`src/csi_pkg.sv`:
```
package csi_pkg;

   // ----------------------------------------------------------------
   // Bus geometry
   // ----------------------------------------------------------------
   localparam int ADR_W = 18;
   localparam int IDX_W = 16;
   localparam int DAT_W = 32;

   // Register indices; byte address is four times the index
   localparam logic [IDX_W-1:0] IDX_PULLUPS = 16'hff45;
   localparam logic [IDX_W-1:0] IDX_ENABLE = 16'hff70;
   localparam logic [IDX_W-1:0] IDX_CLK_CFG = 16'hff71;
   localparam logic [IDX_W-1:0] IDX_DATA_LO = 16'hff72;
   localparam logic [IDX_W-1:0] IDX_DATA_HI = 16'hff73;
   localparam logic [IDX_W-1:0] IDX_IRQ_MASK = 16'hffe3;
   localparam logic [IDX_W-1:0] IDX_IRQ_FLAG = 16'hfff3;

   // ----------------------------------------------------------------
   // Field positions
   // ----------------------------------------------------------------
   localparam int PU_IN_BIT = 0;
   localparam int PU_CLK_BIT = 2;
   localparam int EN_FN_BIT = 0;
   localparam int EN_TRG_BIT = 1;
   localparam int EN_OUT_BIT = 2;
   localparam int IRQ_BIT = 0;

   // ----------------------------------------------------------------
   // Reset values and counts
   // ----------------------------------------------------------------
   localparam logic PU_RST = 1'b1;
   localparam logic CTRL_RST = 1'b0;
   localparam logic SCLK_IDLE = 1'b1;
   localparam int XFER_BITS = 8;
   localparam logic [2:0] LAST_BIT = 3'h7;

   // ----------------------------------------------------------------
   // Types
   // ----------------------------------------------------------------
   typedef enum logic [1:0] {
      CLK_SLAVE_EXT = 2'b00,
      CLK_MASTER_TIMER = 2'b01,
      CLK_MASTER_HALF = 2'b10,
      CLK_MASTER_OSC = 2'b11
   } clk_mode_e;

   typedef enum logic {
      XFER_IDLE = 1'b0,
      XFER_RUN = 1'b1
   } xfer_e;

   // Nibble layout of the clock configuration register, D3..D0
   typedef struct packed {
      logic bit_order_sel;
      logic sample_edge_sel;
      clk_mode_e clock_mode;
   } clock_cfg_s;

   localparam clock_cfg_s CFG_RST = '{1'b0, 1'b0, CLK_SLAVE_EXT};

endpackage : csi_pkg

```
`src/clocked_serial_interface.sv`:
```
// Our own choice: the Wishbone register port.
`timescale 1ns/1ps
`default_nettype none

module clocked_serial_interface (
   input wire logic clk_i,
   input wire logic rst_i,
   // Wishbone classic slave
   input wire logic cyc_i,
   input wire logic stb_i,
   input wire logic we_i,
   input wire logic [csi_pkg::ADR_W-1:0] adr_i,
   input wire logic [3:0] sel_i,
   input wire logic [csi_pkg::DAT_W-1:0] dat_i,
   output logic [csi_pkg::DAT_W-1:0] dat_o,
   output logic ack_o,
   // Rate enables from the clock system, same domain
   input wire logic osc_edge_i,
   input wire logic timer1_underflow_i,
   // Serial pins
   input wire logic serial_in_pin_i,
   input wire logic sclk_pin_i,
   output logic sclk_pin_o,
   output logic sclk_pin_oe_n_o,
   output logic serial_out_pin_o,
   output logic serial_out_pin_oe_n_o,
   output logic slave_ready_pin_n_o,
   output logic slave_ready_pin_oe_n_o,
   output logic serial_pin_function_o,
   output logic input_pin_pullup_o,
   output logic clock_pin_pullup_o,
   output logic irq_o
);

   // ----------------------------------------------------------------
   // Helpers
   // ----------------------------------------------------------------
   // Registers sit on word boundaries; a byte offset inside a word misses,
   // so one nibble can never alias onto two registers
   function automatic logic hit(input logic [csi_pkg::ADR_W-1:0] a,
                                input logic [csi_pkg::IDX_W-1:0] idx);
      hit = (a[csi_pkg::ADR_W-1:2] == idx) && (a[1:0] == 2'h0);
   endfunction : hit

   // LSB-first enters at bit 7 so the first bit ends up at bit 0
   function automatic logic [7:0] shift_in(input logic [7:0] v, input logic b,
                                           input logic msb_first);
      shift_in = msb_first ? {v[6:0], b} : {b, v[7:1]};
   endfunction : shift_in

   function automatic logic out_bit(input logic [7:0] v, input logic msb_first);
      out_bit = msb_first ? v[7] : v[0];
   endfunction : out_bit

   // ----------------------------------------------------------------
   // Bus decode
   // ----------------------------------------------------------------
   logic req;
   logic wr;
   logic rd;
   logic data_access;

   assign req = cyc_i & stb_i & ~ack_o;
   // Reads ignore sel_i: every register answers in the low nibble;
   // writes need lane 0, which carries that nibble
   assign wr = req & we_i & sel_i[0];
   assign rd = req & ~we_i;
   assign data_access = (wr | rd) &
      (hit(adr_i, csi_pkg::IDX_DATA_LO) | hit(adr_i, csi_pkg::IDX_DATA_HI));

   // Ack for one cycle; the master drops its request after seeing it
   always_ff @(posedge clk_i) begin
      if (rst_i) begin
         ack_o <= 1'b0;
      end else begin
         ack_o <= req;
      end
   end

   // ----------------------------------------------------------------
   // Control registers
   // ----------------------------------------------------------------
   // Pull-up bits D1 and D3 are not stored and read back as zero
   logic in_pullup_r;
   logic clk_pullup_r;
   logic fn_en_r;
   logic out_en_r;
   logic irq_en_r;
   logic pending_r;
   csi_pkg::clock_cfg_s cfg_r;
   csi_pkg::xfer_e state_r;
   logic done_ev;

   always_ff @(posedge clk_i) begin
      if (rst_i) begin
         in_pullup_r <= csi_pkg::PU_RST;
         clk_pullup_r <= csi_pkg::PU_RST;
      end else if (wr && hit(adr_i, csi_pkg::IDX_PULLUPS)) begin
         in_pullup_r <= dat_i[csi_pkg::PU_IN_BIT];
         clk_pullup_r <= dat_i[csi_pkg::PU_CLK_BIT];
      end
   end

   always_ff @(posedge clk_i) begin
      if (rst_i) begin
         fn_en_r <= csi_pkg::CTRL_RST;
         out_en_r <= csi_pkg::CTRL_RST;
      end else if (wr && hit(adr_i, csi_pkg::IDX_ENABLE)) begin
         fn_en_r <= dat_i[csi_pkg::EN_FN_BIT];
         out_en_r <= dat_i[csi_pkg::EN_OUT_BIT];
      end
   end

   always_ff @(posedge clk_i) begin
      if (rst_i) begin
         cfg_r <= csi_pkg::CFG_RST;
      // Mode changes mid-transfer are not guarded; software keeps them still
      end else if (wr && hit(adr_i, csi_pkg::IDX_CLK_CFG)) begin
         cfg_r <= csi_pkg::clock_cfg_s'(dat_i[3:0]);
      end
   end

   always_ff @(posedge clk_i) begin
      if (rst_i) begin
         irq_en_r <= csi_pkg::CTRL_RST;
      end else if (wr && hit(adr_i, csi_pkg::IDX_IRQ_MASK)) begin
         irq_en_r <= dat_i[csi_pkg::IRQ_BIT];
      end
   end

   // A completion in the clearing cycle wins over the clear
   always_ff @(posedge clk_i) begin
      if (rst_i) begin
         pending_r <= csi_pkg::CTRL_RST;
      end else if (done_ev) begin
         pending_r <= 1'b1;
      end else if (wr && hit(adr_i, csi_pkg::IDX_IRQ_FLAG) &&
                   dat_i[csi_pkg::IRQ_BIT]) begin
         pending_r <= 1'b0;
      end
   end

   // ----------------------------------------------------------------
   // Pin synchronisers
   // ----------------------------------------------------------------
   // Both pins reset to their idle level so no false edge follows reset
   logic sin_s1;
   logic sin_s2;
   logic sclk_s1;
   logic sclk_s2;
   logic sclk_s3;

   always_ff @(posedge clk_i) begin
      if (rst_i) begin
         sin_s1 <= 1'b1;
         sin_s2 <= 1'b1;
         sclk_s1 <= csi_pkg::SCLK_IDLE;
         sclk_s2 <= csi_pkg::SCLK_IDLE;
         sclk_s3 <= csi_pkg::SCLK_IDLE;
      end else begin
         sin_s1 <= serial_in_pin_i;
         sin_s2 <= sin_s1;
         sclk_s1 <= sclk_pin_i;
         sclk_s2 <= sclk_s1;
         sclk_s3 <= sclk_s2;
      end
   end

   // ----------------------------------------------------------------
   // Shift clock source
   // ----------------------------------------------------------------
   logic master;
   logic running;
   logic half_div_r;
   logic tick;
   logic fall_ev;
   logic rise_ev;
   logic cap_ev;

   assign master = cfg_r.clock_mode != csi_pkg::CLK_SLAVE_EXT;
   // Divider runs free, so the first half-rate half period of a
   // transfer may be one oscillator edge short
   assign running = state_r == csi_pkg::XFER_RUN;

   always_ff @(posedge clk_i) begin
      if (rst_i) begin
         half_div_r <= 1'b0;
      end else if (osc_edge_i) begin
         half_div_r <= ~half_div_r;
      end
   end

   // Each tick is one half period of the shift clock
   always_comb begin
      case (cfg_r.clock_mode)
         csi_pkg::CLK_MASTER_OSC: tick = osc_edge_i;
         csi_pkg::CLK_MASTER_HALF: tick = osc_edge_i & half_div_r;
         csi_pkg::CLK_MASTER_TIMER: tick = timer1_underflow_i;
         default: tick = 1'b0;
      endcase
   end

   // Slave edges come from the second and third sync stages only
   assign fall_ev = running & (master ? (tick & sclk_pin_o) : (sclk_s3 & ~sclk_s2));
   assign rise_ev = running & (master ? (tick & ~sclk_pin_o) : (~sclk_s3 & sclk_s2));
   assign cap_ev = cfg_r.sample_edge_sel ? fall_ev : rise_ev;

   always_ff @(posedge clk_i) begin
      if (rst_i) begin
         sclk_pin_o <= csi_pkg::SCLK_IDLE;
      // Idle high, so the first tick of a transfer is a falling edge
      end else if (!running || !master) begin
         sclk_pin_o <= csi_pkg::SCLK_IDLE;
      end else if (tick) begin
         sclk_pin_o <= ~sclk_pin_o;
      end
   end

   // ----------------------------------------------------------------
   // Transfer sequencing
   // ----------------------------------------------------------------
   logic [2:0] cnt_r;
   logic trigger;

   assign trigger = wr && hit(adr_i, csi_pkg::IDX_ENABLE) && dat_i[csi_pkg::EN_TRG_BIT];
   // Counter counts rises; the eighth rise ends the transfer
   assign done_ev = rise_ev && (cnt_r == csi_pkg::LAST_BIT);

   // Repeated triggers while running are ignored rather than restarting
   always_ff @(posedge clk_i) begin
      if (rst_i) begin
         state_r <= csi_pkg::XFER_IDLE;
      end else begin
         case (state_r)
            csi_pkg::XFER_IDLE: if (trigger) state_r <= csi_pkg::XFER_RUN;
            csi_pkg::XFER_RUN: if (done_ev) state_r <= csi_pkg::XFER_IDLE;
            default: state_r <= csi_pkg::XFER_IDLE;
         endcase
      end
   end

   // A data register access re-arms the bit counter
   always_ff @(posedge clk_i) begin
      if (rst_i) begin
         cnt_r <= 3'h0;
      end else if (data_access || (trigger && !running)) begin
         cnt_r <= 3'h0;
      end else if (rise_ev) begin
         cnt_r <= cnt_r + 3'h1;
      end
   end

   // ----------------------------------------------------------------
   // Shift register, doubling as the data registers
   // ----------------------------------------------------------------
   logic [7:0] sr;
   // Writes and captures share this register, so a data write mid-transfer
   // corrupts the frame; software waits for the status to clear

   // No reset on purpose: contents are undefined after reset
   always_ff @(posedge clk_i) begin
      if (wr && hit(adr_i, csi_pkg::IDX_DATA_LO)) begin
         sr[3:0] <= dat_i[3:0];
      end else if (wr && hit(adr_i, csi_pkg::IDX_DATA_HI)) begin
         sr[7:4] <= dat_i[3:0];
      end else if (cap_ev) begin
         sr <= shift_in(sr, sin_s2, cfg_r.bit_order_sel);
      end
   end

   // Output bit taken before any same-edge capture shifts it away
   // In falling-sample mode one edge both presents and captures
   always_ff @(posedge clk_i) begin
      if (rst_i) begin
         serial_out_pin_o <= 1'b0;
      end else if (fall_ev) begin
         serial_out_pin_o <= out_bit(sr, cfg_r.bit_order_sel);
      end
   end

   // ----------------------------------------------------------------
   // Registered pin controls
   // ----------------------------------------------------------------
   always_ff @(posedge clk_i) begin
      if (rst_i) begin
         sclk_pin_oe_n_o <= 1'b1;
         serial_out_pin_oe_n_o <= 1'b1;
         slave_ready_pin_n_o <= 1'b1;
         slave_ready_pin_oe_n_o <= 1'b1;
         serial_pin_function_o <= 1'b0;
         input_pin_pullup_o <= csi_pkg::PU_RST;
         clock_pin_pullup_o <= csi_pkg::PU_RST;
         irq_o <= 1'b0;
      end else begin
         sclk_pin_oe_n_o <= ~(fn_en_r & master);
         serial_out_pin_oe_n_o <= ~(fn_en_r & out_en_r);
         // Ready is low while running and high again once the frame ends
         slave_ready_pin_n_o <= ~running;
         slave_ready_pin_oe_n_o <= ~(fn_en_r & ~master);
         serial_pin_function_o <= fn_en_r;
         input_pin_pullup_o <= in_pullup_r;
         clock_pin_pullup_o <= clk_pullup_r & ~(fn_en_r & master);
         irq_o <= pending_r & irq_en_r;
      end
   end

   // ----------------------------------------------------------------
   // Read data
   // ----------------------------------------------------------------
   // Unmapped addresses read as zero
   logic [3:0] rd_nib;

   always_comb begin
      rd_nib = 4'h0;
      if (hit(adr_i, csi_pkg::IDX_PULLUPS)) begin
         rd_nib[csi_pkg::PU_IN_BIT] = in_pullup_r;
         rd_nib[csi_pkg::PU_CLK_BIT] = clk_pullup_r;
      end else if (hit(adr_i, csi_pkg::IDX_ENABLE)) begin
         rd_nib[csi_pkg::EN_FN_BIT] = fn_en_r;
         rd_nib[csi_pkg::EN_TRG_BIT] = running;
         rd_nib[csi_pkg::EN_OUT_BIT] = out_en_r;
      end else if (hit(adr_i, csi_pkg::IDX_CLK_CFG)) begin
         rd_nib = cfg_r;
      end else if (hit(adr_i, csi_pkg::IDX_DATA_LO)) begin
         rd_nib = sr[3:0];
      end else if (hit(adr_i, csi_pkg::IDX_DATA_HI)) begin
         rd_nib = sr[7:4];
      end else if (hit(adr_i, csi_pkg::IDX_IRQ_MASK)) begin
         rd_nib[csi_pkg::IRQ_BIT] = irq_en_r;
      end else if (hit(adr_i, csi_pkg::IDX_IRQ_FLAG)) begin
         rd_nib[csi_pkg::IRQ_BIT] = pending_r;
      end
   end

   always_ff @(posedge clk_i) begin
      if (rst_i) begin
         dat_o <= '0;
      // Registered so the read data stands together with ack
      end else if (rd) begin
         dat_o <= {28'h0, rd_nib};
      end
   end

endmodule : clocked_serial_interface

`default_nettype wire

```
`config.mk`:
```
export PLATFORM = sky130hd
export DESIGN_NAME = clocked_serial_interface
export DESIGN_NICKNAME = d
export VERILOG_FILES = /design/src/csi_pkg.sv /design/src/clocked_serial_interface.sv
export SDC_FILE = /design/constraint.sdc
export NUM_CORES = 1
export LEC_CHECK = 0
export ABC_AREA = 1
export ABC_CLOCK_PERIOD_IN_PS = 4000
export BUFFER_PORTS_ARGS = -buffer_cell sky130_fd_sc_hd__buf_2
export CORE_UTILIZATION = 45
export DETAILED_ROUTE_END_ITERATION = 6
export GPL_TIMING_DRIVEN = 0
export PLACE_DENSITY_LB_ADDON = 0.25
export SLEW_MARGIN = 25
export SYNTH_ARGS = -nofsm -noshare
export SYNTH_HDL_FRONTEND = slang
export SYNTH_SLANG_ARGS = --single-unit
```
`constraint.sdc`:
```
create_clock -name clk_i -period 4 [get_ports clk_i]
set_input_delay 0.2 -clock clk_i [delete_from_list [all_inputs] [get_ports clk_i]]
set_output_delay 0.2 -clock clk_i [all_outputs]
set_load 0.1 [all_outputs]
```
==> qor_table.md <==
| Metric | This run | Unit |
|:---|:---|:---|
| Area taken by multi-input logic gates | 1157 | um^2 |
| Sort of element at the end of the critical path | register | - |
| Cell with the most instances on the worst path | sky130_fd_sc_hd__nor2_1 | - |
| Mean instance size in the synthesized netlist | 7.559 | um^2 |
| Cell count along the critical path | 8 | - |
| Slowest-stage cell, CP | sky130_fd_sc_hd__dfxtp_1 | - |
| Met1 usage in global routing | 0.2605 | - |
| Chip Width | 74.63 | um |
| Number of ports placed on the die boundary | 106 | - |
| RD Place Congestion | 0.8596 | - |
| Number of post-CTS setup repair buffers | 0 | - |
| Cells taking the most area after synthesis | sky130_fd_sc_hd__dfxtp_1 (30%), sky130_fd_sc_hd__edfxtp_1 (10%), sky130_fd_sc_hd__nand2_1 (9.6%) | - |
| Inserted Clock Buffers | 5 | - |
| Routed wire length | 5045 | um |
| Leakage component of the power | 1.340 | nW |
| Die H | 74.63 | um |
| Post-Syn Instances | 314 | - |
| Critical path startpoint category | register | - |
| Final setup viols | 0 | - |
| Starting utilization of the core area | 0.4647 | - |
| Final critical-path required period | 2.140 | ns |
| Crit path largest cell delay | 0.45 | ns |
| Worst-case clock buffer depth | 2 | - |
| Count of instances resized after the clock tree is built | 0 | - |
| Growth of design area from synthesis to finish | 22.40 | % |
| Global routing usage on met3 | 0.05489 | - |
| Sequential cell area in the final layout | 940.9 | um^2 |
| Number of synthesized flops with an enable pin | 8 | - |
| Final #Nets | 459 | - |
| Buffers and inverters on the worst path | 2 | - |
| Max FO, Critical Path | 5 | - |
| Clock tree from TritonCTS | done | - |
| Share of async-settable or async-resettable flops after synthesis | 0 | - |
| Overall track demand over capacity in global routing | 0.1963 | - |
| Fin worst setup slack | 1.860 | ns |
| DR pass1 iterations | 5 | - |
| Power density over the cells | 335.6 | nW/um^2 |
| Post-place setup slack | 1.857 | ns |
| Average wire per cell in the routed design | 10.85 | um |
| Die footprint | 5569 | um^2 |
| Final max-slew violation count | 0 | - |
| Count of cells along the worst hold path | 2 | - |
| Drt initial violations | 107 | - |
| Worst path top cell family by delay | simple AND/OR/NAND/NOR gates | - |
| Worst slew margin relative to its limit | 0.6631 | - |
| Number of global-route vias before repair | 1864 | - |
| Number of core rows | 26 | - |
| Area share of the largest cell type after synthesis | 0.2952 | - |
| Number of flip-flops and latches in the synthesized netlist | 43 | - |
| Proportion of layout cells with a drive suffix above 1 | 0.2810 | - |
| Highest achievable clock rate | 467.2 | MHz |
| Largest area contributor in the netlist | sky130_fd_sc_hd__dfxtp_1 | - |
| Post-synthesis sequential area ratio | 0.3964 | - |
| GR met2 Demand/Resource | 0.2963 | - |
| Max-Cap Viols | 0 | - |
| Post-detailed-route DRC marker count | 0 | - |
| Largest net degree at the start of global routing | 15 | - |
| Initial antenna violation count | 0 | - |
| Portion of the clock cycle consumed by the worst path in the final layout | 0.5351 | - |
| Share of the core filled with cells in the final layout | 0.5688 | - |
| Hold violation count in the final report | 0 | - |
| Most used flip-flop cell after synthesis | sky130_fd_sc_hd__dfxtp_1 | - |
| Vias post-DR | 2167 | - |
| Number of filler cells placed in the layout | 499 | - |
| Detailed-placement wirelength estimate | 4010 | um |
| Core footprint | 5107 | um^2 |
| Skew-Pair Late Insertion Delay | 0.30 | ns |
| Overflow left after global routing | 0 | - |
| Clock sinks | 43 | - |
| Transition at the pin with the smallest max-transition slack | 0.5016 | ns |
| Cell count of the worst reg-to-reg path | 8 | - |
| Most frequent standard cell in the layout excluding fill and tap cells | sky130_fd_sc_hd__nand2_1 | - |
| Min-Delay Path Class | in2reg | - |
| Worst path cell trace | nor2_1 > inv_1 > nor2_1 > nor3_2 > inv_2 > o21ai_1 > nor2_1 > nor2_1 | - |
| Setup Skew | 0.006136 | ns |
| Number of antenna cells inserted | 0 | - |
| Quantity of I/O buffers inserted on ports | 46 | - |
| First-pass GRT wire length | 8211 | um |
| Clock Tree Root | sky130_fd_sc_hd__clkbuf_8 | - |
| Worst path required time | 3.97 | ns |
| Number of vias per cell after detailed routing | 4.660 | - |
| Post-CTS clock slew at the launch and capture registers of the worst setup and hold paths | 0.08 | ns |
| Worst vdd rail ir drop | 0.2180 | mV |
| Run status | finished clean | - |
| RSZ-0062 raised after global routing | false | - |
| Arrival time of the worst setup path | 2.11 | ns |
| Number of H-tree levels | 2 | - |
| Most Crowded Layer GR | met2 | - |
| Number of synthesis warnings | 0 | - |
| Critical path type | reg2reg | - |
| Commonest cells after routing, fill and taps aside | sky130_fd_sc_hd__nand2_1 (61), sky130_fd_sc_hd__buf_2 (46), sky130_fd_sc_hd__dfxtp_1 (35), sky130_fd_sc_hd__nor2_1 (34), sky130_fd_sc_hd__inv_1 (31) | - |
| Antenna Violating Nets Remaining | 0 | - |
| Setup TNS | 0 | ns |
| Hold_buf cts | 0 | - |
| Yosys cell types | 38 | - |
| Synthesized cell area | 2374 | um^2 |
cells in the mapped netlist (all sizes together), types with 4 or more instances:
cell type,instances
or2,5
nand2,63
nor2,41
a211oi,4
clkbuf,4
nand4,10
o211ai,9
dfxtp,35
inv,36
a21oi,15
nand3,22
edfxtp,8
o21ai,17
nor3,4
buf,29
layout make-up:
cell class,count,area share
clock buffers,5,0.02369
inverters,37,0.04823
multi-input cells,228,0.3984
well taps,70,0.03015
clock inverters,3,0.01507
flip-flops and latches,43,0.3239
repair buffers,46,0.07924
plain buffers,33,0.08140
report_power, final:
part	switching, W	internal [W]	total [W]
clock	0.000151	0.000186	0.000336
sequential	0.00000112	0.000442	0.000443
combinational	0.000155	0.0000398	0.000195
kinds of logic after synthesis:
logic type,Yosys count,share of synthesized area
and+or+nand+nor,148,0.3026
buffers and inverters,70,0.1587
AOI/OAI and AO/OA,48,0.1223
DFF,43,0.3964
adders and majority gates,2,0.01054
other,1,0.001580
xor gates and xnor gates,1,0.003691
muxes,1,0.004217
sequential cells by signal, indices dropped and copies added, names as in the netlist, 3 cells and up:
name,cells
dat_o,4
sr,8
cfg_r,4
cnt_r,3
final timing paths:
kind	from	to	slack [ns]
worst max-delay path	cfg_r[1]	sr[2]	1.86
worst min-delay path	sclk_pin_i	sclk_s1	0.08
worst max register to register	cfg_r[1]	sr[2]	1.86
worst min register to register	sclk_s1	sclk_s2	0.41
through the flow:
step	power, W	hold WS [ns]	instances	cell area, um^2
after floorplan	0.0006208	0.2939	341	2475
after CTS	0.0009824	0.07063	465	2905
after global placement	0.0006468	0.3838	457	2793
after detailed placement	0.0006479	0.3858	457	2793
after global routing	0.001010	0.06617	465	2905
final	0.0009749	0.07941	465	2905
worst register-to-register path, delay by kind of cell, from the launching register on:
kind / cells / cell delay (ns)
AO/OA/AOI/OAI: 1 / 0.21
buffers and inverters: 2 / 0.23
flip-flops: 1 / 0.45
AND/OR/NAND/NOR: 5 / 0.92
metal layers:
layer	share of wire	wire, um	vias up
li1	-	-	1141
met1	0.47	2372	936
met2	0.44	2209	75
met3	0.062	315	15
met4	0.029	148	0
met5	0	0	-
Note: power is estimated with default switching activity, not from simulation.
